[config.mk]
export PLATFORM = sky130hd
export DESIGN_NAME = expri_unit
export DESIGN_NICKNAME = d
export VERILOG_FILES = /design/src/hdl/expri_pkg.sv /design/src/hdl/expri_unit.sv
export VERILOG_INCLUDE_DIRS = /design/src /design/src/hdl
export SDC_FILE = /design/constraint.sdc
export NUM_CORES = 1
export LEC_CHECK = 0
export ABC_AREA = 1
export BUFFER_PORTS_ARGS = -buffer_cell sky130_fd_sc_hd__buf_2
export CAP_MARGIN = 25
export CORE_MARGIN = 2
export CORE_UTILIZATION = 45
export DETAILED_ROUTE_END_ITERATION = 16
export PLACE_DENSITY = 0.73
export SYNTH_ARGS = -nofsm -noshare
export SYNTH_HDL_FRONTEND = slang
export SYNTH_SLANG_ARGS = --single-unit
export TNS_END_PERCENT = 10
[constraint.sdc]
create_clock -name clk -period 4.5 [get_ports clk]
set_input_delay 0.225 -clock clk [delete_from_list [all_inputs] [get_ports clk]]
set_output_delay 0.225 -clock clk [all_outputs]
set_load 0.05 [all_outputs]
[src/hdl/expri_defs.svh]
// Contract
// RL1: armed regfile injection corrupts next write to any register except r0.
// RL2: regfile injection field returns to no-injection after injecting.
// RL3: injected uncorrectable error read on first source port raises exception.
// RL4: armed tlb injection corrupts next tlb entry write and flushes micro-tlb copy.
// RL5: tlb injection field returns to no-injection after injecting.
// RL6: hardware tlb read of bad entry traps on next instruction.
// RL7: software tlb read of bad entry sets tlb error flag after the write.
// RL8: every exception is precise; faulting instruction can be re-executed.
// RL9: reset and processor-only reset go to reset address, causes 0 and 1.
// RL10: hardware break goes to break address, no cause, ranks below reset; the code ranks it above processor-only reset.
// RL11: instruction exceptions except fast tlb miss use general exception address.
// RL12: pending exceptions resolve in the fixed descending priority order.
// RL13: each exception with a cause code writes it; break and nmi do not.
// RL14: internal irq cause 2 general; external maskable 2, nmi none, requested.
// RL15: instruction tlb ecc error records cause 18, general exception vector.
// RL16: user fetch from supervisor-only address records cause 9, general vector.
// RL17: instruction tlb miss outside exception: cause 12, capture vpn, fast vector.
// RL18: instruction tlb miss inside miss handling: cause 12, vpn, general vector.
// RL19: fetch without execute permission: cause 13, capture vpn, general vector.
// RL20: register-file ecc error: cause 20, report faulting address, general vector.
// RL21: reset sets shadow-set irq enable to one and clears other status fields.
// RL22: injection field encodings are chosen locally.
`ifndef EXPRI_DEFS_SVH
`define EXPRI_DEFS_SVH

// register word indices on wb_adr_i[5:2]
`define EXPRI_ADR_INJECT    4'h0
`define EXPRI_ADR_TLB_MISC_CONTROL   4'h1
`define EXPRI_ADR_CAUSE     4'h2
`define EXPRI_ADR_STATUS    4'h3
`define EXPRI_ADR_VECTOR    4'h4
`define EXPRI_ADR_RETADDR   4'h5
`define EXPRI_ADR_VPN       4'h6
`define EXPRI_ADR_PENDING   4'h7

// injection field positions and codes
`define EXPRI_RF_LSB        0
`define EXPRI_TLB_LSB       2
`define EXPRI_INJ_NONE      2'h0
`define EXPRI_INJ_SINGLE    2'h1
`define EXPRI_INJ_DOUBLE    2'h2

// tlb misc bits
`define EXPRI_TLB_RD_BIT    0
`define EXPRI_TLB_EE_BIT    1

// status reset value: shadow-set irq enable at bit 23
`define EXPRI_RSIE_BIT      23
`define EXPRI_STATUS_RST    32'h0080_0000

// cause codes
`define EXPRI_C_RESET       5'h00
`define EXPRI_C_CPURST      5'h01
`define EXPRI_C_IRQ         5'h02
`define EXPRI_C_SUPI        5'h09
`define EXPRI_C_TLBMISS     5'h0C
`define EXPRI_C_XPERM       5'h0D
`define EXPRI_C_MPUI        5'h10
`define EXPRI_C_TLBECC      5'h12
`define EXPRI_C_RFECC       5'h14

`endif

[src/hdl/expri_pkg.sv]
package expri_pkg;
    // vector selection
    typedef enum logic [4:0] {
        EXPRI_V_NONE  = 5'b00001,
        EXPRI_V_RESET = 5'b00010,
        EXPRI_V_BREAK = 5'b00100,
        EXPRI_V_GEN   = 5'b01000,
        EXPRI_V_FAST  = 5'b10000,
        EXPRI_V_EIC   = 5'b00011
    } expri_vec_t;

    // pipeline exception sources for the instruction in flight
    typedef struct packed {
        logic        tlb_ecc;
        logic        sup_inst;
        logic        tlb_miss;
        logic        xperm;
        logic        mpu_viol;
        logic [19:0] vpn;
        logic [31:0] pc;
    } expri_src_t;

    // register-file write port seen by the unit
    typedef struct packed {
        logic        en;
        logic [4:0]  idx;
        logic [31:0] data;
    } expri_rfw_t;
endpackage

[src/hdl/expri_unit.sv]
// Chosen here: the address map and the Wishbone interface to the registers.
`timescale 1ns/1ps
`include "expri_defs.svh"
module expri_unit
    import expri_pkg::*;
#(
    parameter int NREG = 32
) (
    // clock and reset
    input  wire logic             clk,
    input  wire logic             srst,
    // wishbone slave
    input  wire logic             wb_cyc_i,
    input  wire logic             wb_stb_i,
    input  wire logic             wb_we_i,
    input  wire logic [5:2]       wb_adr_i,
    input  wire logic [3:0]       wb_sel_i,
    input  wire logic [31:0]      wb_dat_i,
    output logic      [31:0]      wb_dat_o,
    output logic                  wb_ack_o,
    // exception requests
    input  wire logic             cpu_reset_req,
    input  wire logic             hw_break,
    input  wire logic             irq_internal,
    input  wire logic             eic_nmi,
    input  wire logic             eic_irq,
    input  wire logic [31:0]      eic_handler,
    input  wire logic             inst_valid,
    input  wire expri_src_t       src,
    // register file traffic
    input  wire expri_rfw_t       rf_wr,
    input  wire logic             rf_rd_en,
    input  wire logic [4:0]       rf_rd_idx,
    // tlb traffic
    input  wire logic             tlb_wr,
    input  wire logic [5:0]       tlb_wr_idx,
    input  wire logic             tlb_hw_rd,
    input  wire logic [5:0]       tlb_rd_idx,
    // results
    output logic                  exc_take,
    output logic      [31:0]      exc_vector,
    output logic                  utlb_flush,
    output logic      [5:0]       utlb_flush_idx
);
    parameter logic [31:0] RESET_ADDR = 32'h0000_0000;
    parameter logic [31:0] BREAK_ADDR = 32'h0000_0020;
    parameter logic [31:0] EXC_ADDR   = 32'h0000_0040;
    parameter logic [31:0] FAST_ADDR  = 32'h0000_0080;

    // elaboration check: the index ports are sized for 32 registers
    if (NREG != 32) begin : g_bad_nreg
        $error("expri_unit supports 32 registers only");
    end

    ////////////////////////////////////////////////////////////////////////
    logic [31:0] status_reg;
    logic [4:0]  cause_reg;
    logic [31:0] retaddr_reg;
    logic [19:0] vpn_reg;
    logic [31:0] vector_reg;
    logic [3:0]  inject_reg;
    logic        tlb_ee_reg;
    logic        in_miss_reg;
    logic        take_reg;
    logic [1:0]  rf_bad_reg [NREG];
    logic [1:0]  tlb_bad_reg [64];
    logic        bus_req;
    logic        rf_ecc_err;
    logic        tlb_ecc_hw;

    assign bus_req = wb_cyc_i && wb_stb_i && !wb_ack_o;

    // only double-bit errors are uncorrectable; single bits get fixed
    assign rf_ecc_err = rf_rd_en && rf_rd_idx != 5'h00 &&
                        rf_bad_reg[rf_rd_idx] == `EXPRI_INJ_DOUBLE; // see RL3
    assign tlb_ecc_hw = tlb_hw_rd &&
                        tlb_bad_reg[tlb_rd_idx] == `EXPRI_INJ_DOUBLE; // see RL6

    ////////////////////////////////////////////////////////////////////////
    // per-register error marks; write clears unless injection armed
    genvar gi;
    generate
        for (gi = 0; gi < NREG; gi++) begin : g_rf
            always_ff @(posedge clk) begin
                if (srst) begin
                    rf_bad_reg[gi] <= `EXPRI_INJ_NONE;
                end else if (rf_wr.en && rf_wr.idx == 5'(gi) && gi != 0) begin
                    rf_bad_reg[gi] <= inject_reg[1:0]; // see RL1
                end
            end
        end
        for (gi = 0; gi < 64; gi++) begin : g_tlb
            always_ff @(posedge clk) begin
                if (srst) begin
                    tlb_bad_reg[gi] <= `EXPRI_INJ_NONE;
                end else if (tlb_wr && tlb_wr_idx == 6'(gi)) begin
                    tlb_bad_reg[gi] <= inject_reg[3:2]; // see RL4
                end
            end
        end
    endgenerate

    // injection control: hardware disarm beats a software write
    always_ff @(posedge clk) begin
        if (srst) begin
            inject_reg <= 4'h0; // see RL22
        end else begin
            if (bus_req && wb_we_i && wb_sel_i[0] &&
                wb_adr_i == `EXPRI_ADR_INJECT)
                inject_reg <= wb_dat_i[3:0];
            if (rf_wr.en && rf_wr.idx != 5'h00)
                inject_reg[1:0] <= `EXPRI_INJ_NONE; // see RL2
            if (tlb_wr)
                inject_reg[3:2] <= `EXPRI_INJ_NONE; // see RL5
        end
    end

    // micro-tlb flush on every entry write, so no stale copy survives
    always_ff @(posedge clk) begin
        if (srst) begin
            utlb_flush     <= 1'b0;
            utlb_flush_idx <= 6'h00;
        end else begin
            utlb_flush     <= tlb_wr; // see RL4
            utlb_flush_idx <= tlb_wr_idx;
        end
    end

    // software tlb read: error flag visible on the next access
    always_ff @(posedge clk) begin
        if (srst) begin
            tlb_ee_reg <= 1'b0;
        end else if (bus_req && wb_we_i && wb_sel_i[0] &&
                     wb_adr_i == `EXPRI_ADR_TLB_MISC_CONTROL) begin
            if (wb_dat_i[`EXPRI_TLB_RD_BIT])
                tlb_ee_reg <= tlb_bad_reg[tlb_rd_idx] ==
                              `EXPRI_INJ_DOUBLE; // see RL7
            else
                tlb_ee_reg <= wb_dat_i[`EXPRI_TLB_EE_BIT];
        end
    end

    ////////////////////////////////////////////////////////////////////////
    // priority resolution
    logic        sel_take;
    logic        sel_cause_wr;
    logic [4:0]  sel_cause;
    logic [31:0] sel_vec;
    logic        sel_vpn_wr;
    logic        sel_miss;

    always_comb begin
        sel_take     = 1'b1;
        sel_cause_wr = 1'b1;
        sel_cause    = `EXPRI_C_RESET;
        sel_vec      = EXC_ADDR;
        sel_vpn_wr   = 1'b0;
        sel_miss     = 1'b0;
        // fixed descending order; first hit wins, see RL12
        if (hw_break) begin
            sel_cause_wr = 1'b0; // see RL10
            sel_vec      = BREAK_ADDR;
        end else if (cpu_reset_req) begin
            sel_cause = `EXPRI_C_CPURST; // see RL9
            sel_vec   = RESET_ADDR;
        end else if (irq_internal) begin
            sel_cause = `EXPRI_C_IRQ; // see RL14
        end else if (eic_nmi) begin
            sel_cause_wr = 1'b0; // see RL13
            sel_vec      = eic_handler;
        end else if (eic_irq) begin
            sel_cause = `EXPRI_C_IRQ; // see RL14
            sel_vec   = eic_handler;
        end else if (inst_valid && (src.tlb_ecc || tlb_ecc_hw)) begin
            sel_cause = `EXPRI_C_TLBECC; // see RL15
        end else if (inst_valid && src.sup_inst) begin
            sel_cause = `EXPRI_C_SUPI; // see RL16
        end else if (inst_valid && src.tlb_miss) begin
            sel_cause  = `EXPRI_C_TLBMISS;
            sel_vpn_wr = 1'b1;
            sel_miss   = 1'b1;
            // nested miss falls to the general handler
            sel_vec = in_miss_reg ? EXC_ADDR : FAST_ADDR; // see RL17 see RL18
        end else if (inst_valid && src.xperm) begin
            sel_cause  = `EXPRI_C_XPERM; // see RL19
            sel_vpn_wr = 1'b1;
        end else if (inst_valid && rf_ecc_err) begin
            sel_cause = `EXPRI_C_RFECC; // see RL20
        end else if (inst_valid && src.mpu_viol) begin
            sel_cause = `EXPRI_C_MPUI; // see RL11
        end else begin
            sel_take     = 1'b0;
            sel_cause_wr = 1'b0;
        end
    end

    ////////////////////////////////////////////////////////////////////////
    // exception state; faulting pc kept so the handler can re-run it
    always_ff @(posedge clk) begin
        if (srst) begin
            take_reg    <= 1'b1;
            vector_reg  <= RESET_ADDR; // see RL9
            cause_reg   <= `EXPRI_C_RESET;
            retaddr_reg <= 32'h0000_0000;
            vpn_reg     <= 20'h00000;
            in_miss_reg <= 1'b0;
        end else begin
            take_reg <= sel_take;
            if (sel_take) begin
                vector_reg  <= sel_vec;
                retaddr_reg <= src.pc; // see RL8
            end
            if (sel_cause_wr)
                cause_reg <= sel_cause; // see RL13
            if (sel_vpn_wr)
                vpn_reg <= src.vpn; // see RL17
            if (sel_miss)
                in_miss_reg <= 1'b1;
            else if (bus_req && wb_we_i && wb_adr_i == `EXPRI_ADR_STATUS)
                in_miss_reg <= 1'b0; // handler return via status write
        end
    end

    // status register
    always_ff @(posedge clk) begin
        if (srst) begin
            status_reg <= `EXPRI_STATUS_RST; // see RL21
        end else if (bus_req && wb_we_i && wb_sel_i == 4'hF &&
                     wb_adr_i == `EXPRI_ADR_STATUS) begin
            status_reg <= wb_dat_i;
        end
    end

    assign exc_take   = take_reg;
    assign exc_vector = vector_reg;

    ////////////////////////////////////////////////////////////////////////
    // wishbone read data and one-cycle ack
    always_ff @(posedge clk) begin
        if (srst) begin
            wb_ack_o <= 1'b0;
            wb_dat_o <= 32'h0000_0000;
        end else begin
            wb_ack_o <= bus_req;
            case (wb_adr_i)
                `EXPRI_ADR_INJECT:  wb_dat_o <= {28'h0, inject_reg};
                `EXPRI_ADR_TLB_MISC_CONTROL: wb_dat_o <= {30'h0, tlb_ee_reg, 1'b0};
                `EXPRI_ADR_CAUSE:   wb_dat_o <= {27'h0, cause_reg};
                `EXPRI_ADR_STATUS:  wb_dat_o <= status_reg;
                `EXPRI_ADR_VECTOR:  wb_dat_o <= vector_reg;
                `EXPRI_ADR_RETADDR: wb_dat_o <= retaddr_reg;
                `EXPRI_ADR_VPN:     wb_dat_o <= {12'h0, vpn_reg};
                `EXPRI_ADR_PENDING: wb_dat_o <= {31'h0, in_miss_reg};
                default:            wb_dat_o <= 32'h0000_0000;
            endcase
        end
    end
endmodule

==> results.md <==
* Status: completed
* Power Total at 7.12 mW
* Crit path kind: in2reg
* Skew final at 0.0262 ns
* Top FF cell, synth: edfxtp_1
* Fin. Hold Viols at 0
* Final ANT Viol Nets at 0
* Max-Cap Viols at 0
* NetSw at 1.68 mW
* Multi-input gate area at 5830 um^2
* Initial drt markers at 1274
* Max VDD drop at 300 uV
* CTS root buf: clkbuf_16
* Share of the synthesized area in the top cell type at 35.0%
* Chip Height at 194 um
* Syn-to-layout area delta at 22.5%
* Drt drc at 0
* Final Util at 56.1%
* Crit start category: input pin
* Number of detailed-route iterations in the first pass at 5
* Pwr dens at between 300 and 400 nW/um^2
* Die width at a little under 200 um
* Cell Rows at 69
* Internal cell power at 5.44 mW
* Filler instances at 3036
* Place WS at 1.34 ns
* RSZ-0062 raised after global routing: no
* I/O pin count at 271
* Clock transition at path regs at 0.05 ns
* Initial antenna violation count at 7
* Total wire length at 48.3 mm
* Tmin final at between 2 and 3 ns
* Clock power frac at 41.5%
* Synth Cell Area at 16300 um^2
* Via density at 5.45
* Largest net degree at the start of global routing at around 120
* First-pass GRT wire length at 76.1 mm
* Synth Warn # at 0
* Final setup vio count at 0
* Commonest cells in the netlist: nor2_1 (407), nand2_1 (309), inv_1 (220)
* CTS Buf Count at 38
* Worst Max-Slew Pin Slew at about 0.86 ns
* Reg area at approximately 9000 um^2
* GPL Wtd Cong at 0.885
* Max reg flops at 128
* FMAX at 358 MHz
* Worst skew pair latency at 0.52 ns
* Setup ws final at around 1.7 ns
* Reg power frac at between 40% and 50%
* Syn Nets at 2158
* Post-synthesis cell type count at 36
* Wirelength per Cell at 17.6 um
* Syn_area_per_cell at between 8 and 9 um^2
* Sw frac at 23.6%
* Crit. End Element: flip-flop
* Port Buf Inserts at 238
* Layout cell share with drive strength beyond 1 at between 10% and 20%
* Final Max Slew Viols at 0
* Nets at 2444
* Main area contributors after synthesis: edfxtp_1 (35%), dfxtp_1 (21%), nor2_1 (9.4%)
* Syn Inst Count at 1960
* CP required at about 4.9 ns
* Via count at 14900
* Slew HR at 42.4%
* Congestion Overflow GR at 0
* FFs w/ async S/R, synth at 0%
* #FFs+latches synth at 358
* Static leakage at around 8.0 nW
* Tcrit/Tclk final at 62.0%
* Combinational power share at 8.6%
* Post-synthesis sequential area ratio at around 56%
* Gr usage total at about a quarter
* Core box area at 35600 um^2
* Max clock buf depth at 3
* Setup_tns at 0 ns
* H-tree levels at 2
* Hold WC Path Type: in2reg
* Dominant cell type by area after synthesis: edfxtp_1
* Starting Density at around 46%
* HPWL Detailed at 30.4 mm
* Count leader, synth: nor2_1
* CTS tree: yes
* # Post-CTS Setup Buffers at 0
* Die footprint at between 30000 and 40000 um^2
* Post-synth EDFFs at 190
* Clk sinks at about 360
* Peak fanout along the critical path at 72
* Number of global-route vias before repair at 14700
* CP arrival at 3.23 ns
-- kinds of logic after synthesis --
logic type	Yosys count	share of synthesized area [%]
DFF	358	55.7
buffers and inverters	346	8.72
AOI/OAI and AO/OA	337	12.6
and+or+nand+nor	919	22.9
-- final timing paths --
check | from | endpoint | slack [ns] | cells after the start
setup / recovery | tlb_rd_idx[0] | retaddr_reg[31]$_SDFFE_PP0P_ | 1.71 | 17
hold / removal | src[4] | retaddr_reg[4]$_SDFFE_PP0P_ | 0.002 | 3
setup reg to reg | tlb_bad_reg[61][1]$_SDFFCE_PN0P_ | retaddr_reg[31]$_SDFFE_PP0P_ | 1.79 | 16
hold reg to reg | wb_ack_o$_SDFF_PP0_ | wb_ack_o$_SDFF_PP0_ | 0.45 | 1
-- power groups by stage --
| stage | Combinational [mW] | Sequential (mW) | Clock [mW] |
|---|---|---|---|
| 2_1_floorplan | 0.287 | 3.66 | 0 |
| 3_3_place_gp | 0.515 | 3.62 | 0 |
| 3_5_place_dp | 0.525 | 3.62 | 0 |
| 4_1_cts | 0.596 | 3.55 | 2.98 |
| 5_1_grt | 0.665 | 3.56 | 3.13 |
| 6_report | 0.611 | 3.56 | 2.96 |
-- layout by cell type (no fill, tap or decap), drive strengths merged --
cell type and instances:
clkinv 16, buf 262, nand3b 1, o221ai 10, diode 6, a22oi 26
o2111ai 2, nand4 3, or3b 1, a221oi 17, edfxtp 190, a21oi 58
o211ai 2, nor3 7, a211oi 4, a31oi 1, a41oi 1, nor4 2
dlygate4sd3 102, dfxtp 168, a2111oi 1, o21ai 192, nand3 184, nor2 409
clkbuf 49, bufinv 1, inv 226, o22ai 23, nand2 312
-- final cells by class --
cell class | count | area share [%]
tap | 461 | 2.89
sequential | 358 | 45.5
timing repair buffer | 364 | 12.3
inverter | 228 | 4.32
clock buffer | 49 | 5.29
antenna | 6 | 0.0753
multi-input combinational | 1256 | 29.2
clock inverter | 15 | 0.502
-- stage by stage --
stage,instances,cell area [um^2],hold WS (ns)
global route,2734,19900,0.0186
CTS,2731,19900,0.000239
finish,2737,19900,0.00178
detailed placement,2565,17800,0.427
floorplan,1960,16300,0.338
global placement,2563,17700,0.417
-- critical path, cell delays in order --
cell	delay (ns)
buf_2	0.19
inv_2	0.48
o21ai_0	0.21
nand3_1	0.14
nand3_1	0.11
nand2_1	0.10
nand2_1	0.06
nand3_1	0.08
nand3_1	0.12
nand3_1	0.17
nand2_1	0.10
nand2_2	0.11
nand3_1	0.14
nor2_4	0.18
buf_12	0.33
o21ai_0	0.19
a21oi_1	0.19
-- metal layers --
layer  track usage [%]  share of wire [%]  up-vias  routed length, um
met5                 0              0.027        -                 13
met4              9.48                3.3        2               1600
met3              5.41                8.7      119               4190
met2              44.5                 51      744              24500
met1              29.1                 37     7010              18000
li1                  -                  -     7029                  -
-- timing repair --
item,CTS,global route
hold buffers,102,0
hold endpoints to repair,101,0
resized for setup,0,0
Power figures use the tool's default switching activity.
